[config.mk]
export PLATFORM = sky130hd
export DESIGN_NAME = drb_top
export DESIGN_NICKNAME = d
export VERILOG_FILES = /design/src/drb_pkg.sv /design/src/drb_sync.sv /design/src/drb_fifo.sv /design/src/drb_top.sv
export VERILOG_INCLUDE_DIRS = /design/src
export SDC_FILE = /design/constraint.sdc
export NUM_CORES = 1
export LEC_CHECK = 0
export BUFFER_PORTS_ARGS = -buffer_cell sky130_fd_sc_hd__buf_2
export CAP_MARGIN = 30
export CELL_PAD_IN_SITES_DETAIL_PLACEMENT = 1
export CELL_PAD_IN_SITES_GLOBAL_PLACEMENT = 1
export CORE_UTILIZATION = 43
export DETAILED_ROUTE_END_ITERATION = 10
export PLACE_DENSITY_LB_ADDON = 0.08
export SYNTH_ARGS = -nofsm -noshare
export SYNTH_HDL_FRONTEND = slang
export SYNTH_SLANG_ARGS = --single-unit
[constraint.sdc]
create_clock -name CLOCK -period 2.81 [get_ports CLOCK]
set_clock_uncertainty 0.15 [all_clocks]
set_input_delay 0.1405 -clock CLOCK [delete_from_list [all_inputs] [get_ports CLOCK]]
set_output_delay 0.1405 -clock CLOCK [all_outputs]
set_load 0.05 [all_outputs]
[src/drb_params.svh]
// constants of the read-burst path: offsets, fields, reset values, counts
//
// Overview of operation
// - timing holds only with DLL on, locked
// - fixed 8, fixed chop, on-the-fly via A12
// - plain read leaves the bank open
// - auto precharge read closes bank after burst
// - eight beats for mode 00, or 01+A12
`ifndef DRB_PARAMS_SVH
`define DRB_PARAMS_SVH

// register byte offsets
`define DRB_OFS_CTRL       8'h00
`define DRB_OFS_STAT       8'h04
`define DRB_OFS_BANK       8'h08

// control register fields
`define DRB_CTRL_BM_LSB    0
`define DRB_CTRL_DLL_BIT   2
`define DRB_CTRL_CL_LSB    3
`define DRB_CTRL_AL_LSB    8

// status register fields
`define DRB_STAT_LOCK_BIT  0
`define DRB_STAT_BUSY_BIT  1
`define DRB_STAT_DROP_BIT  2
`define DRB_STAT_UNDR_BIT  3

// reset values of the control fields
`define DRB_RST_BMODE      2'h0
`define DRB_RST_DLL_EN     1'h1
`define DRB_RST_CL         5'h0B
`define DRB_RST_AL         5'h00

// command address bits and burst sizes
`define DRB_A10            10
`define DRB_A12            12
`define DRB_BEATS_BL8      4'h8
`define DRB_BEATS_BC4      4'h4

// CK rising edges from enable to lock
`define DRB_DLL_LOCK_CK    16

`endif

[src/drb_pkg.sv]
// types shared by the read-burst path
package drb_pkg;

    // path states, gray along idle-wait-burst-close
    typedef enum logic [1:0] {
        ST_IDLE  = 2'b00,
        ST_WAIT  = 2'b01,
        ST_BURST = 2'b11,
        ST_CLOSE = 2'b10
    } drb_state_type;

    // burst length selection of the mode register
    typedef enum logic [1:0] {
        BM_FIXED8 = 2'b00,
        BM_OTF    = 2'b01,
        BM_FIXED4 = 2'b10,
        BM_RSVD   = 2'b11
    } drb_bmode_type;

    // decoded command kinds
    typedef enum logic [1:0] {
        K_NOP  = 2'b00,
        K_ACT  = 2'b01,
        K_READ = 2'b11,
        K_PRE  = 2'b10
    } drb_kind_type;

    // command and address bus as seen at the pins
    typedef struct packed {
        logic        cs_n;
        logic        act_n;
        logic        ras_n;
        logic        cas_n;
        logic        we_n;
        logic [13:0] addr;
        logic [1:0]  bg;
        logic [1:0]  ba;
    } drb_cmd_type;

endpackage

[src/drb_sync.sv]
// two-flop synchroniser for inputs from outside the clock domain
`timescale 1ns/1ps
module drb_sync #(
    parameter int W = 1
) (
    input  wire logic         clk,
    input  wire logic         rst_n,
    input  wire logic [W-1:0] d,
    output logic      [W-1:0] q
);
    logic [W-1:0] meta_ff;

    // first stage feeds only the second stage
    always_ff @(posedge clk or negedge rst_n) begin
        if (!rst_n) begin
            meta_ff <= '0;
            q       <= '0;
        end else begin
            meta_ff <= d;
            q       <= meta_ff;
        end
    end
endmodule

[src/drb_fifo.sv]
// small buffer with valid/ready on both sides and registered flags
`timescale 1ns/1ps
module drb_fifo #(
    parameter int W     = 8,
    parameter int DEPTH = 2
) (
    input  wire logic         clk,
    input  wire logic         rst_n,
    input  wire logic [W-1:0] in_data,
    input  wire logic         in_valid,
    output logic              in_ready,
    output logic      [W-1:0] out_data,
    output logic              out_valid,
    input  wire logic         out_ready
);
    localparam int AW = (DEPTH > 1) ? $clog2(DEPTH) : 1;
    localparam int CW = $clog2(DEPTH + 1);

    logic [W-1:0]  mem_ff [DEPTH];
    logic [AW-1:0] wp_ff;
    logic [AW-1:0] rp_ff;
    logic [CW-1:0] cnt_ff;
    logic [CW-1:0] nxt_cnt;
    logic          push;
    logic          pop;

    assign push     = in_valid && in_ready;
    assign pop      = out_valid && out_ready;
    assign out_data = mem_ff[rp_ff];

    // occupancy; flags are flops so the ready never ripples back
    always_comb begin
        nxt_cnt = cnt_ff;
        if (push && !pop) nxt_cnt = cnt_ff + CW'(1);
        if (pop && !push) nxt_cnt = cnt_ff - CW'(1);
    end

    always_ff @(posedge clk or negedge rst_n) begin
        if (!rst_n) begin
            cnt_ff    <= '0;
            in_ready  <= 1'b1;
            out_valid <= 1'b0;
        end else begin
            cnt_ff    <= nxt_cnt;
            in_ready  <= (nxt_cnt != CW'(DEPTH));
            out_valid <= (nxt_cnt != '0);
        end
    end

    // pointers wrap at the depth, which need not be a power of two
    always_ff @(posedge clk or negedge rst_n) begin
        if (!rst_n) begin
            wp_ff <= '0;
            rp_ff <= '0;
        end else begin
            if (push) wp_ff <= (wp_ff == AW'(DEPTH - 1)) ? '0 : wp_ff + AW'(1);
            if (pop)  rp_ff <= (rp_ff == AW'(DEPTH - 1)) ? '0 : rp_ff + AW'(1);
        end
    end

    // storage carries no reset
    always_ff @(posedge clk) begin
        if (push) mem_ff[wp_ff] <= in_data;
    end
endmodule

[src/drb_top.sv]
// read-burst path: command sampling, latency, burst out, registers
//
// The address map and the strobed register port were decided locally.
`timescale 1ns/1ps
`include "drb_params.svh"
module drb_top #(
    parameter int DQ_W        = 8,
    parameter int DLL_LOCK_CK = `DRB_DLL_LOCK_CK
) (
    input  wire logic                CLOCK,
    input  wire logic                RESETN,
    input  wire logic                CK,
    input  wire drb_pkg::drb_cmd_type CMD,
    input  wire logic [7:0]          REG_ADDR,
    input  wire logic [31:0]         REG_WDATA,
    input  wire logic                REG_WR,
    input  wire logic                REG_RD,
    output logic      [31:0]         REG_RDATA,
    input  wire logic [DQ_W-1:0]     RD_DATA,
    input  wire logic                RD_VALID,
    output logic                     RD_READY,
    input  wire logic [DQ_W-1:0]     DQ_IN,
    output logic      [DQ_W-1:0]     DQ_OUT,
    output logic                     DQ_OE,
    input  wire logic                DQS_IN,
    output logic                     DQS_OUT,
    output logic                     DQS_OE
);
    import drb_pkg::*;

    localparam int CW = $bits(drb_cmd_type);

    // command decode, shared by the path and its checks
    function automatic drb_kind_type cmd_kind(input drb_cmd_type c);
        cmd_kind = K_NOP;
        if (!c.cs_n) begin
            if (!c.act_n)
                cmd_kind = K_ACT;
            else if ({c.ras_n, c.cas_n, c.we_n} == 3'b101)
                cmd_kind = K_READ;
            else if ({c.ras_n, c.cas_n, c.we_n} == 3'b010)
                cmd_kind = K_PRE;
        end
    endfunction

    // eight beats for fixed 8 or on-the-fly with A12 high
    function automatic logic burst_is8(input logic [1:0] m,
                                       input logic a12);
        burst_is8 = (m == BM_FIXED8) || ((m == BM_OTF) && a12);
    endfunction

    logic [CW:0]      sync_q;
    logic             ck_s;
    drb_cmd_type      cmd_s;
    logic             ck_d_ff;
    logic             ck_rise;
    logic             ck_fall;
    drb_kind_type     kind;
    logic [1:0]       bmode_ff;
    logic             dll_en_ff;
    logic [4:0]       cl_ff;
    logic [4:0]       al_ff;
    logic [15:0]      dll_cnt_ff;
    logic             dll_locked_ff;
    drb_state_type    st_ff;
    logic [5:0]       rl;
    logic [5:0]       rl_eff;
    logic [5:0]       lat_ff;
    logic [3:0]       left_ff;
    logic [3:0]       beats_ff;
    logic [3:0]       bank_ff;
    logic             ap_ff;
    logic [15:0]      bank_open_ff;
    logic             dropped_ff;
    logic             underrun_ff;
    logic             rd_hit;
    logic             accept;
    logic             pre_hit;
    logic             first_edge;
    logic             next_edge;
    logic             beat_edge;
    logic             end_edge;
    logic             abort;
    logic [DQ_W-1:0]  fifo_data;
    logic             fifo_valid;
    logic             fifo_pop;
    logic [31:0]      rd_word;
    logic [31:0]      stat_word;
    logic             wr_stat;

    // CK and the command bus cross together so they stay aligned
    drb_sync #(.W(CW + 1)) u_sync (
        .clk   (CLOCK),
        .rst_n (RESETN),
        .d     ({CMD, CK}),
        .q     (sync_q)
    );

    // the stall of the core reaches the data source through RD_READY
    drb_fifo #(.W(DQ_W), .DEPTH(2)) u_fifo (
        .clk       (CLOCK),
        .rst_n     (RESETN),
        .in_data   (RD_DATA),
        .in_valid  (RD_VALID),
        .in_ready  (RD_READY),
        .out_data  (fifo_data),
        .out_valid (fifo_valid),
        .out_ready (fifo_pop)
    );

    assign ck_s    = sync_q[0];
    assign cmd_s   = sync_q[CW:1];
    assign ck_rise = ck_s && !ck_d_ff;
    assign ck_fall = !ck_s && ck_d_ff;
    assign kind    = cmd_kind(cmd_s);

    // edge detector on the synchronised CK
    always_ff @(posedge CLOCK or negedge RESETN) begin
        if (!RESETN) ck_d_ff <= 1'b0;
        else         ck_d_ff <= ck_s;
    end

    // read latency: additive plus CAS, at least one CK
    assign rl     = {1'b0, al_ff} + {1'b0, cl_ff};
    assign rl_eff = (rl == 6'h00) ? 6'h01 : rl;

    // a read is taken only idle and locked; others are dropped
    assign rd_hit     = ck_rise && (kind == K_READ);
    assign accept     = rd_hit && (st_ff == ST_IDLE) && dll_locked_ff;
    assign pre_hit    = ck_rise && (kind == K_PRE);
    assign first_edge = (st_ff == ST_WAIT) && ck_rise && (lat_ff == 6'h01);
    assign next_edge  = (st_ff == ST_BURST) && (ck_rise || ck_fall)
                        && (left_ff != 4'h0);
    assign end_edge   = (st_ff == ST_BURST) && ck_rise && (left_ff == 4'h0);
    // a falling enable aborts at once, so the pins drop with the lock
    assign abort      = (!dll_locked_ff || !dll_en_ff)
                        && ((st_ff == ST_WAIT) || (st_ff == ST_BURST));
    assign beat_edge  = (first_edge || next_edge) && !abort;
    assign fifo_pop   = beat_edge && fifo_valid;

    // lock after a count of CK rises; dropping enable loses lock
    always_ff @(posedge CLOCK or negedge RESETN) begin
        if (!RESETN) begin
            dll_cnt_ff    <= 16'h0000;
            dll_locked_ff <= 1'b0;
        end else if (!dll_en_ff) begin
            dll_cnt_ff    <= 16'h0000;
            dll_locked_ff <= 1'b0;
        end else if (ck_rise && !dll_locked_ff) begin
            dll_cnt_ff    <= dll_cnt_ff + 16'h0001;
            dll_locked_ff <= (dll_cnt_ff + 16'h0001 == 16'(DLL_LOCK_CK));
        end
    end

    // path state
    always_ff @(posedge CLOCK or negedge RESETN) begin
        if (!RESETN) begin
            st_ff <= ST_IDLE;
        end else begin
            case (st_ff)
                ST_IDLE: begin
                    if (accept) st_ff <= ST_WAIT;
                end
                ST_WAIT: begin
                    if (abort)           st_ff <= ST_IDLE;
                    else if (first_edge) st_ff <= ST_BURST;
                end
                ST_BURST: begin
                    if (abort)
                        st_ff <= ST_IDLE;
                    else if (end_edge)
                        st_ff <= ap_ff ? ST_CLOSE : ST_IDLE;
                end
                ST_CLOSE: st_ff <= ST_IDLE;
                default:  st_ff <= ST_IDLE;
            endcase
        end
    end

    // burst parameters caught with the read command
    always_ff @(posedge CLOCK or negedge RESETN) begin
        if (!RESETN) begin
            beats_ff <= `DRB_BEATS_BL8;
            bank_ff  <= 4'h0;
            ap_ff    <= 1'b0;
        end else if (accept) begin
            beats_ff <= burst_is8(bmode_ff, cmd_s.addr[`DRB_A12])
                        ? `DRB_BEATS_BL8 : `DRB_BEATS_BC4;
            bank_ff  <= {cmd_s.bg, cmd_s.ba};
            ap_ff    <= cmd_s.addr[`DRB_A10];
        end
    end

    // latency and beat counters
    always_ff @(posedge CLOCK or negedge RESETN) begin
        if (!RESETN) begin
            lat_ff  <= 6'h00;
            left_ff <= 4'h0;
        end else begin
            if (accept)
                lat_ff <= rl_eff;
            else if ((st_ff == ST_WAIT) && ck_rise)
                lat_ff <= lat_ff - 6'h01;
            if (first_edge)
                left_ff <= beats_ff - 4'h1;
            else if (next_edge)
                left_ff <= left_ff - 4'h1;
        end
    end

    // pins: a beat and a strobe level per CK edge, released at the end
    always_ff @(posedge CLOCK or negedge RESETN) begin
        if (!RESETN) begin
            DQ_OUT  <= '0;
            DQ_OE   <= 1'b0;
            DQS_OUT <= 1'b0;
            DQS_OE  <= 1'b0;
        end else if (beat_edge) begin
            DQ_OUT  <= fifo_valid ? fifo_data : '0;
            DQ_OE   <= 1'b1;
            DQS_OUT <= ck_s;
            DQS_OE  <= 1'b1;
        end else if (end_edge || abort) begin
            DQ_OUT  <= '0;
            DQ_OE   <= 1'b0;
            DQS_OUT <= 1'b0;
            DQS_OE  <= 1'b0;
        end
    end

    // open banks: activate sets, precharge or auto precharge clears
    always_ff @(posedge CLOCK or negedge RESETN) begin
        if (!RESETN) begin
            bank_open_ff <= 16'h0000;
        end else begin
            if (st_ff == ST_CLOSE)
                bank_open_ff[bank_ff] <= 1'b0;
            if (pre_hit && cmd_s.addr[`DRB_A10])
                bank_open_ff <= 16'h0000;
            else if (pre_hit)
                bank_open_ff[{cmd_s.bg, cmd_s.ba}] <= 1'b0;
            if (ck_rise && (kind == K_ACT))
                bank_open_ff[{cmd_s.bg, cmd_s.ba}] <= 1'b1;
        end
    end

    assign wr_stat = REG_WR && (REG_ADDR == `DRB_OFS_STAT);

    // sticky flags clear on a written one; a new event wins the clear
    always_ff @(posedge CLOCK or negedge RESETN) begin
        if (!RESETN) begin
            dropped_ff  <= 1'b0;
            underrun_ff <= 1'b0;
        end else begin
            if (rd_hit && !accept)
                dropped_ff <= 1'b1;
            else if (wr_stat && REG_WDATA[`DRB_STAT_DROP_BIT])
                dropped_ff <= 1'b0;
            if (beat_edge && !fifo_valid)
                underrun_ff <= 1'b1;
            else if (wr_stat && REG_WDATA[`DRB_STAT_UNDR_BIT])
                underrun_ff <= 1'b0;
        end
    end

    // control register; mode changes take effect at the next read
    always_ff @(posedge CLOCK or negedge RESETN) begin
        if (!RESETN) begin
            bmode_ff  <= `DRB_RST_BMODE;
            dll_en_ff <= `DRB_RST_DLL_EN;
            cl_ff     <= `DRB_RST_CL;
            al_ff     <= `DRB_RST_AL;
        end else if (REG_WR && (REG_ADDR == `DRB_OFS_CTRL)) begin
            bmode_ff  <= REG_WDATA[`DRB_CTRL_BM_LSB +: 2];
            dll_en_ff <= REG_WDATA[`DRB_CTRL_DLL_BIT];
            cl_ff     <= REG_WDATA[`DRB_CTRL_CL_LSB +: 5];
            al_ff     <= REG_WDATA[`DRB_CTRL_AL_LSB +: 5];
        end
    end

    // read mux; unmapped offsets read zero
    always_comb begin
        stat_word = 32'h0000_0000;
        stat_word[`DRB_STAT_LOCK_BIT] = dll_locked_ff;
        stat_word[`DRB_STAT_BUSY_BIT] = (st_ff != ST_IDLE);
        stat_word[`DRB_STAT_DROP_BIT] = dropped_ff;
        stat_word[`DRB_STAT_UNDR_BIT] = underrun_ff;
        case (REG_ADDR)
            `DRB_OFS_CTRL: rd_word = {19'h0_0000, al_ff, cl_ff,
                                      dll_en_ff, bmode_ff};
            `DRB_OFS_STAT: rd_word = stat_word;
            `DRB_OFS_BANK: rd_word = {16'h0000, bank_open_ff};
            default:       rd_word = 32'h0000_0000;
        endcase
    end

    // read data stand only in the cycle after the strobe
    always_ff @(posedge CLOCK or negedge RESETN) begin
        if (!RESETN)     REG_RDATA <= 32'h0000_0000;
        else if (REG_RD) REG_RDATA <= rd_word;
        else             REG_RDATA <= 32'h0000_0000;
    end

    // helper counters that only the checks read
    logic [6:0] rise_chk_ff;
    logic [5:0] rl_chk_ff;
    logic [3:0] seen_chk_ff;
    always_ff @(posedge CLOCK or negedge RESETN) begin
        if (!RESETN) begin
            rise_chk_ff <= 7'h00;
            rl_chk_ff   <= 6'h00;
            seen_chk_ff <= 4'h0;
        end else if (accept) begin
            rise_chk_ff <= 7'h00;
            rl_chk_ff   <= rl_eff;
            seen_chk_ff <= 4'h0;
        end else begin
            if ((st_ff == ST_WAIT) && ck_rise)
                rise_chk_ff <= rise_chk_ff + 7'h01;
            if (beat_edge)
                seen_chk_ff <= seen_chk_ff + 4'h1;
        end
    end
endmodule

After elaboration in Yosys (flattened, before gate mapping). Memories as Yosys holds them, arrays and structs flattened. Cells that the tools add are included.

Memories: 1. Flip-flop bits (word level): 166. Bits of input ports: 86. Word-level logic and storage cells: 171. RAM bits: 16. Output and inout port bits: 44.

Eq/ne operators: 18. Reduce and logical (&&, ||, !) cells: 60. Mux-type cells: 47. Magnitude comparators: 4. Add/sub/neg operators: 9. Bitwise operators: 5.

Memories: u_fifo.mem_ff (words 2, width 8, rd ports 1, clocked after memory_dff 0, write ports 1, line drb_fifo.sv:19) `logic [W-1:0] mem_ff [DEPTH];`.

Operator list (number): 2-to-1 mux 16 bit (6); case mux 16 bit (3 select lines) (1); AND 16 bit (2); 2-to-1 mux 32 bit (1); NOT 16 bit (2); logical AND 1 bit (31); 2-to-1 mux 2 bit (12); 2-to-1 mux 8 bit (3); 2-to-1 mux 6 bit (3); adder 16 x 1 -> 16 bit, second input constant (1); == test 16 x 5 -> 1 bit, second input constant (1); OR 16 bit (1); 2-to-1 mux 1 bit (15); nonzero test 2 bit (7); 2-to-1 mux 4 bit (3); less-than comparator 4 x 5 -> 1 bit, second input constant (2); logical NOT 1 bit (9); demux 1 bit (select 4 bit) (2); == test 2 bit, second input constant (4); == test 8 x 3 -> 1 bit, second input constant (1); == test 8 x 4 -> 1 bit, second input constant (1); >= comparator 4 x 1 -> 1 bit, second input constant (2); logical NOT 8 bit (1); case mux 2 bit (4 select lines) (1); other kinds (19) (31).

Depth between registers and ports, before layout.
Word-level depth: 14. Mapped depth: 11. Depth with buffers taken out: 9.

Hierarchy. A second synthesis with hierarchy kept.

Cells, all modules: 593. Area, all modules: 7073.0 µm².

Modules (own cells, without submodules): drb_top (cells each 492, area each 4988.5 µm², sequential area each 2358.5 µm², instances 1); drb_sync (cells each 48, area each 1201.2 µm², sequential area each 1201.2 µm², instances 1); drb_fifo (cells each 53, area each 883.3 µm², sequential area each 631.9 µm², instances 1).

Least setup slack after synthesis. No wires, ideal clock.

Kind: register to register. Start point: register ck_d_ff. End point: register bank_open_ff[8]. Slack: 0.432 ns. Required time: 2.539 ns. Data arrival time: 2.107 ns. Stages on the path, launching flop included: 12. Buffers on the path: 3. Library setup time: 0.121 ns. Clock period less this slack: 2.378 ns. Cells stage by stage: dfrtp_1 -> inv_1 -> ha_1 -> buf_4 -> nand3b_1 -> or4b_1 -> or2_1 -> clkbuf_1 -> buf_2 -> o21ai_0 -> a21oi_1 -> a22o_1.

Word-level cells in the longest chain between the ends: 7. Elaborated cells between the ends (all ways): 9. Those cells by class: mux: 3; bitwise: 1; reduce/logical: 5.

Ends and longest elaborated chain: start, declared (line drb_top.sv:55) `logic ck_d_ff;`; start signal, assigned (line drb_top.sv:120) `else ck_d_ff <= ck_s;`; logical NOT 1 bit (*) (line drb_top.sv:113) `assign ck_rise = ck_s && !ck_d_ff;`; logical AND 1 bit (*) (line drb_top.sv:113); logical AND 1 bit (line drb_top.sv:130) `assign pre_hit = ck_rise && (kind == K_PRE);`; 2-to-1 mux 16 bit / logical AND 1 bit (equally long branches) (line drb_top.sv:240, drb_top.sv:238); 2-to-1 mux 16 bit (line drb_top.sv:238) `` if (pre_hit && cmd_s.addr[`DRB_A10]) ``; OR 16 bit (no source line); 2-to-1 mux 16 bit (*) (line drb_top.sv:242) `if (ck_rise && (kind == K_ACT))`; end signal, assigned (line drb_top.sv:239) `bank_open_ff <= 16'h0000;`; end signal, assigned by index (line drb_top.sv:241) `bank_open_ff[{cmd_s.bg, cmd_s.ba}] <= 1'b0;`; end signal, assigned by index (line drb_top.sv:243) `bank_open_ff[{cmd_s.bg, cmd_s.ba}] <= 1'b1;`; end, declared (line drb_top.sv:73) `logic [15:0] bank_open_ff;`.

Every way passes the cells marked *; elsewhere a longest branch is shown, timed or not. A chain may end at the register's enable or synchronous reset.

Worst setup path after layout.
Start point: register ck_d_ff. End point: register bank_open_ff[10].

Same word-level chain as after synthesis.

==> impl_metrics.tcl <==
set metrics [dict create \
    run_status "finished, final reports clean" \
    critPathKind "reg -> reg" \
    syn_area_per_cell_um2 11.1 \
    synth_top_area_share_pct 45.7 \
    num_antenna_cells 0 \
    vias_per_cell 5.36 \
    rows 44 \
    synth-async-reset-ratio_pct 88.6 \
    die_x_um 125 \
    drtIter0Drc 192 \
    utilization_pct 54.9 \
    ys_types 60 \
    grt_usage_pct 22.6 \
    hpwl_um 10900 \
    initial_core_util_pct 44.2 \
    wl_per_cell_um 18.1 \
    max_slew_margin_pct 51.8 \
    ys.warnings.count 0 \
    synth_edf_count 16 \
    ctsRootBufferMaster "clkbuf_16" \
    cts_tree "yes" \
    startpoint "ck_d_ff" \
    antenna_found_initial 0 \
    dr.pass1.iters 4 \
    drv_slew 0 \
    max_slew.worst_pin.slew_ps 720 \
    synth_area_leaders "dfrtp_1 46%, edfxtp_1 7.4%, nand2_1 2.8%" \
    wl_met3_um 567 \
    netlist_instances 580 \
    grt_max_degree 41 \
    drive_gt1_share_pct 20.9 \
    synth_most_common_cell "dfrtp_1" \
    r2r_start "ck_d_ff" \
    rsz0062_at_grt "false" \
    required_ps 2980 \
    crit_slowest_cell "or4b_1" \
    fin_crit_sh_pct 93.1 \
    crit_arrival_ps 2780 \
    vias 4804 \
    dpl_worst_slack_ps 219 \
    clk_pin_slew_worst_paths_ps 60 \
    grt_pass1_wl_um 27000 \
    drcViolationCount 0 \
    p_leak_uw 0.00370 \
    gr-total-overflow 0 \
    area.growth.synth_to_final_pct 24.0 \
    synth_ff_type "dfrtp_1" \
    postCtsResizedCells 0 \
    yosysTopAreaCell "dfrtp_1" \
    synth-seq-cells 140 \
    design_area_mm2 0.00800 \
    drv_cap 0 \
    power_uw 5140 \
    cts_buffers 17 \
    wl_met1_um 7390 \
    regToRegSetupSlack_ps 190 \
    place_congestion 0.834 \
    finalSetupTns_ps 0 \
    crit_end "bank_open_ff[10]" \
    path_depth 8 \
    r2r-end "bank_open_ff[10]" \
    fmax_mhz 382 \
    cts.path.max_buffers 2 \
    nets 797 \
    cp_max_fo 16 \
    min_period_ps 2620 \
    wirelength_um 16200 \
    clk_latency_ps 430 \
    critPathTopFamily "simple AND/OR/NAND/NOR gates" \
    fp.dieH_um 125 \
    ys_seq_area_share_pct 55.6 \
    io_buffers 73 \
    reg2regPathDepth 8 \
    vdd_drop_max_mv 0.522 \
    core_mm2 0.0146 \
    cp-end-kind "flop" \
    cp_cell_sequence "inv_1 > ha_1 > nand3b_1 > or4b_1 > or2_1 > o21ai_0 > a21oi_1 > a22o_1" \
    io_pins 130 \
    cts_sinks 140 \
    setup_violations 0 \
    netlist_area_mm2 0.00645 \
    postRouteAntennaNets 0 \
    final-hold-violation-count 0 \
    worstHoldPathType "in -> async" \
    p_per_area_mw_per_mm2 643 \
    route.met2.wl_um 7940 \
    grt_pass1_vias 5111 \
    yosys-top-cells-count "118 x dfrtp_1, 49 x nand2_1, 40 x nor2_1" \
    htreeDepth 4 \
    fin_ws_ps 194 \
    cp_num_buf_inv 1 \
    top_layer "met4" \
    max_stage_delay_ps 620 \
    placed_area_mm2 0.00697 \
    die_area_mm2 0.0155 \
    critPathLaunchType "flop" \
]
[sequential cells by signal, indices dropped and copies added (netlist names), 5 cells and up]
register	count
lat_ff	6
u_sync.meta_ff	12
al_ff	5
u_fifo.mem_ff	16
dll_cnt_ff	16
REG_RDATA	16
DQ_OUT	8
u_sync.q	12
bank_open_ff	16
cl_ff	5
[cell type report]
cell class              count  area (um^2)
clock buffers              17          425
repair buffers            126          868
inverters                  18         67.6
well taps                 184          230
clock inverters            15          200
fillers                  1554         6590
flip-flops and latches    140         3590
multi-input cells         396         2620
[routing by layer]
| metal | up-vias | track usage (%) |
|---|---|---|
| li1 | 2263 | - |
| met1 | 2405 | 29.8 |
| met2 | 108 | 36.1 |
| met3 | 28 | 5.41 |
| met4 | 0 | 8.08 |
| met5 | - | 0 |
[metrics by stage]
stage,cells,hold slack (ps)
3_5_place_dp,823,30.6
4_1_cts,896,98.5
5_1_grt,896,132
2_1_floorplan,595,-305
3_3_place_gp,823,16.3
6_report,896,106
[worst min path at each step]
stage                      startpoint           end  depth (start not counted)
after global placement         RESETN     lat_ff[1]                          1
final                          RESETN     lat_ff[2]                          2
after global routing      REG_ADDR[3]  REG_RDATA[2]                          5
after detailed placement       RESETN     lat_ff[1]                          1
after CTS                 REG_ADDR[3]  REG_RDATA[2]                          5
after floorplan                RESETN        DQS_OE                          0
[cell usage in the layout (no fill, tap or decap), drive strengths merged, types with 11 or more instances in the layout]
cell type    Yosys  routed
dlygate4sd3      0      41
mux2            17      17
buf             22      85
edfxtp          16      16
a22oi           12      12
ha              11      11
dfrtp          118     118
clkbuf          19      17
xnor2           17      17
nor2            40      40
inv             18      28
mux2i           14      14
xor2            15      15
conb             1      16
nand2           50      50
nand3           15      15
a21oi           20      20
and2            16      16
o21ai           31      31
[where the power goes]
part	switching, uW	internal (uW)
Clock	958	1430
Combinational	262	182
Sequential	99.8	2210
[repair_timing]
action	4_1_cts	5_1_grt
setup buffers	0	0
hold endpoints to repair	85	0
hold buffers	41	0
[cell families after synthesis]
family / Yosys count / share of synthesized area [%]
AOI/OAI and AO/OA: 112 / 11.5
xor gates and xnor gates: 32 / 4.34
adders and majority gates: 12 / 2.44
buffers and inverters: 59 / 4.63
DFF: 140 / 55.6
muxes: 31 / 5.72
other: 1 / 0.0581
and+or+nand+nor: 193 / 15.7
Power figures use the tool's default switching activity.
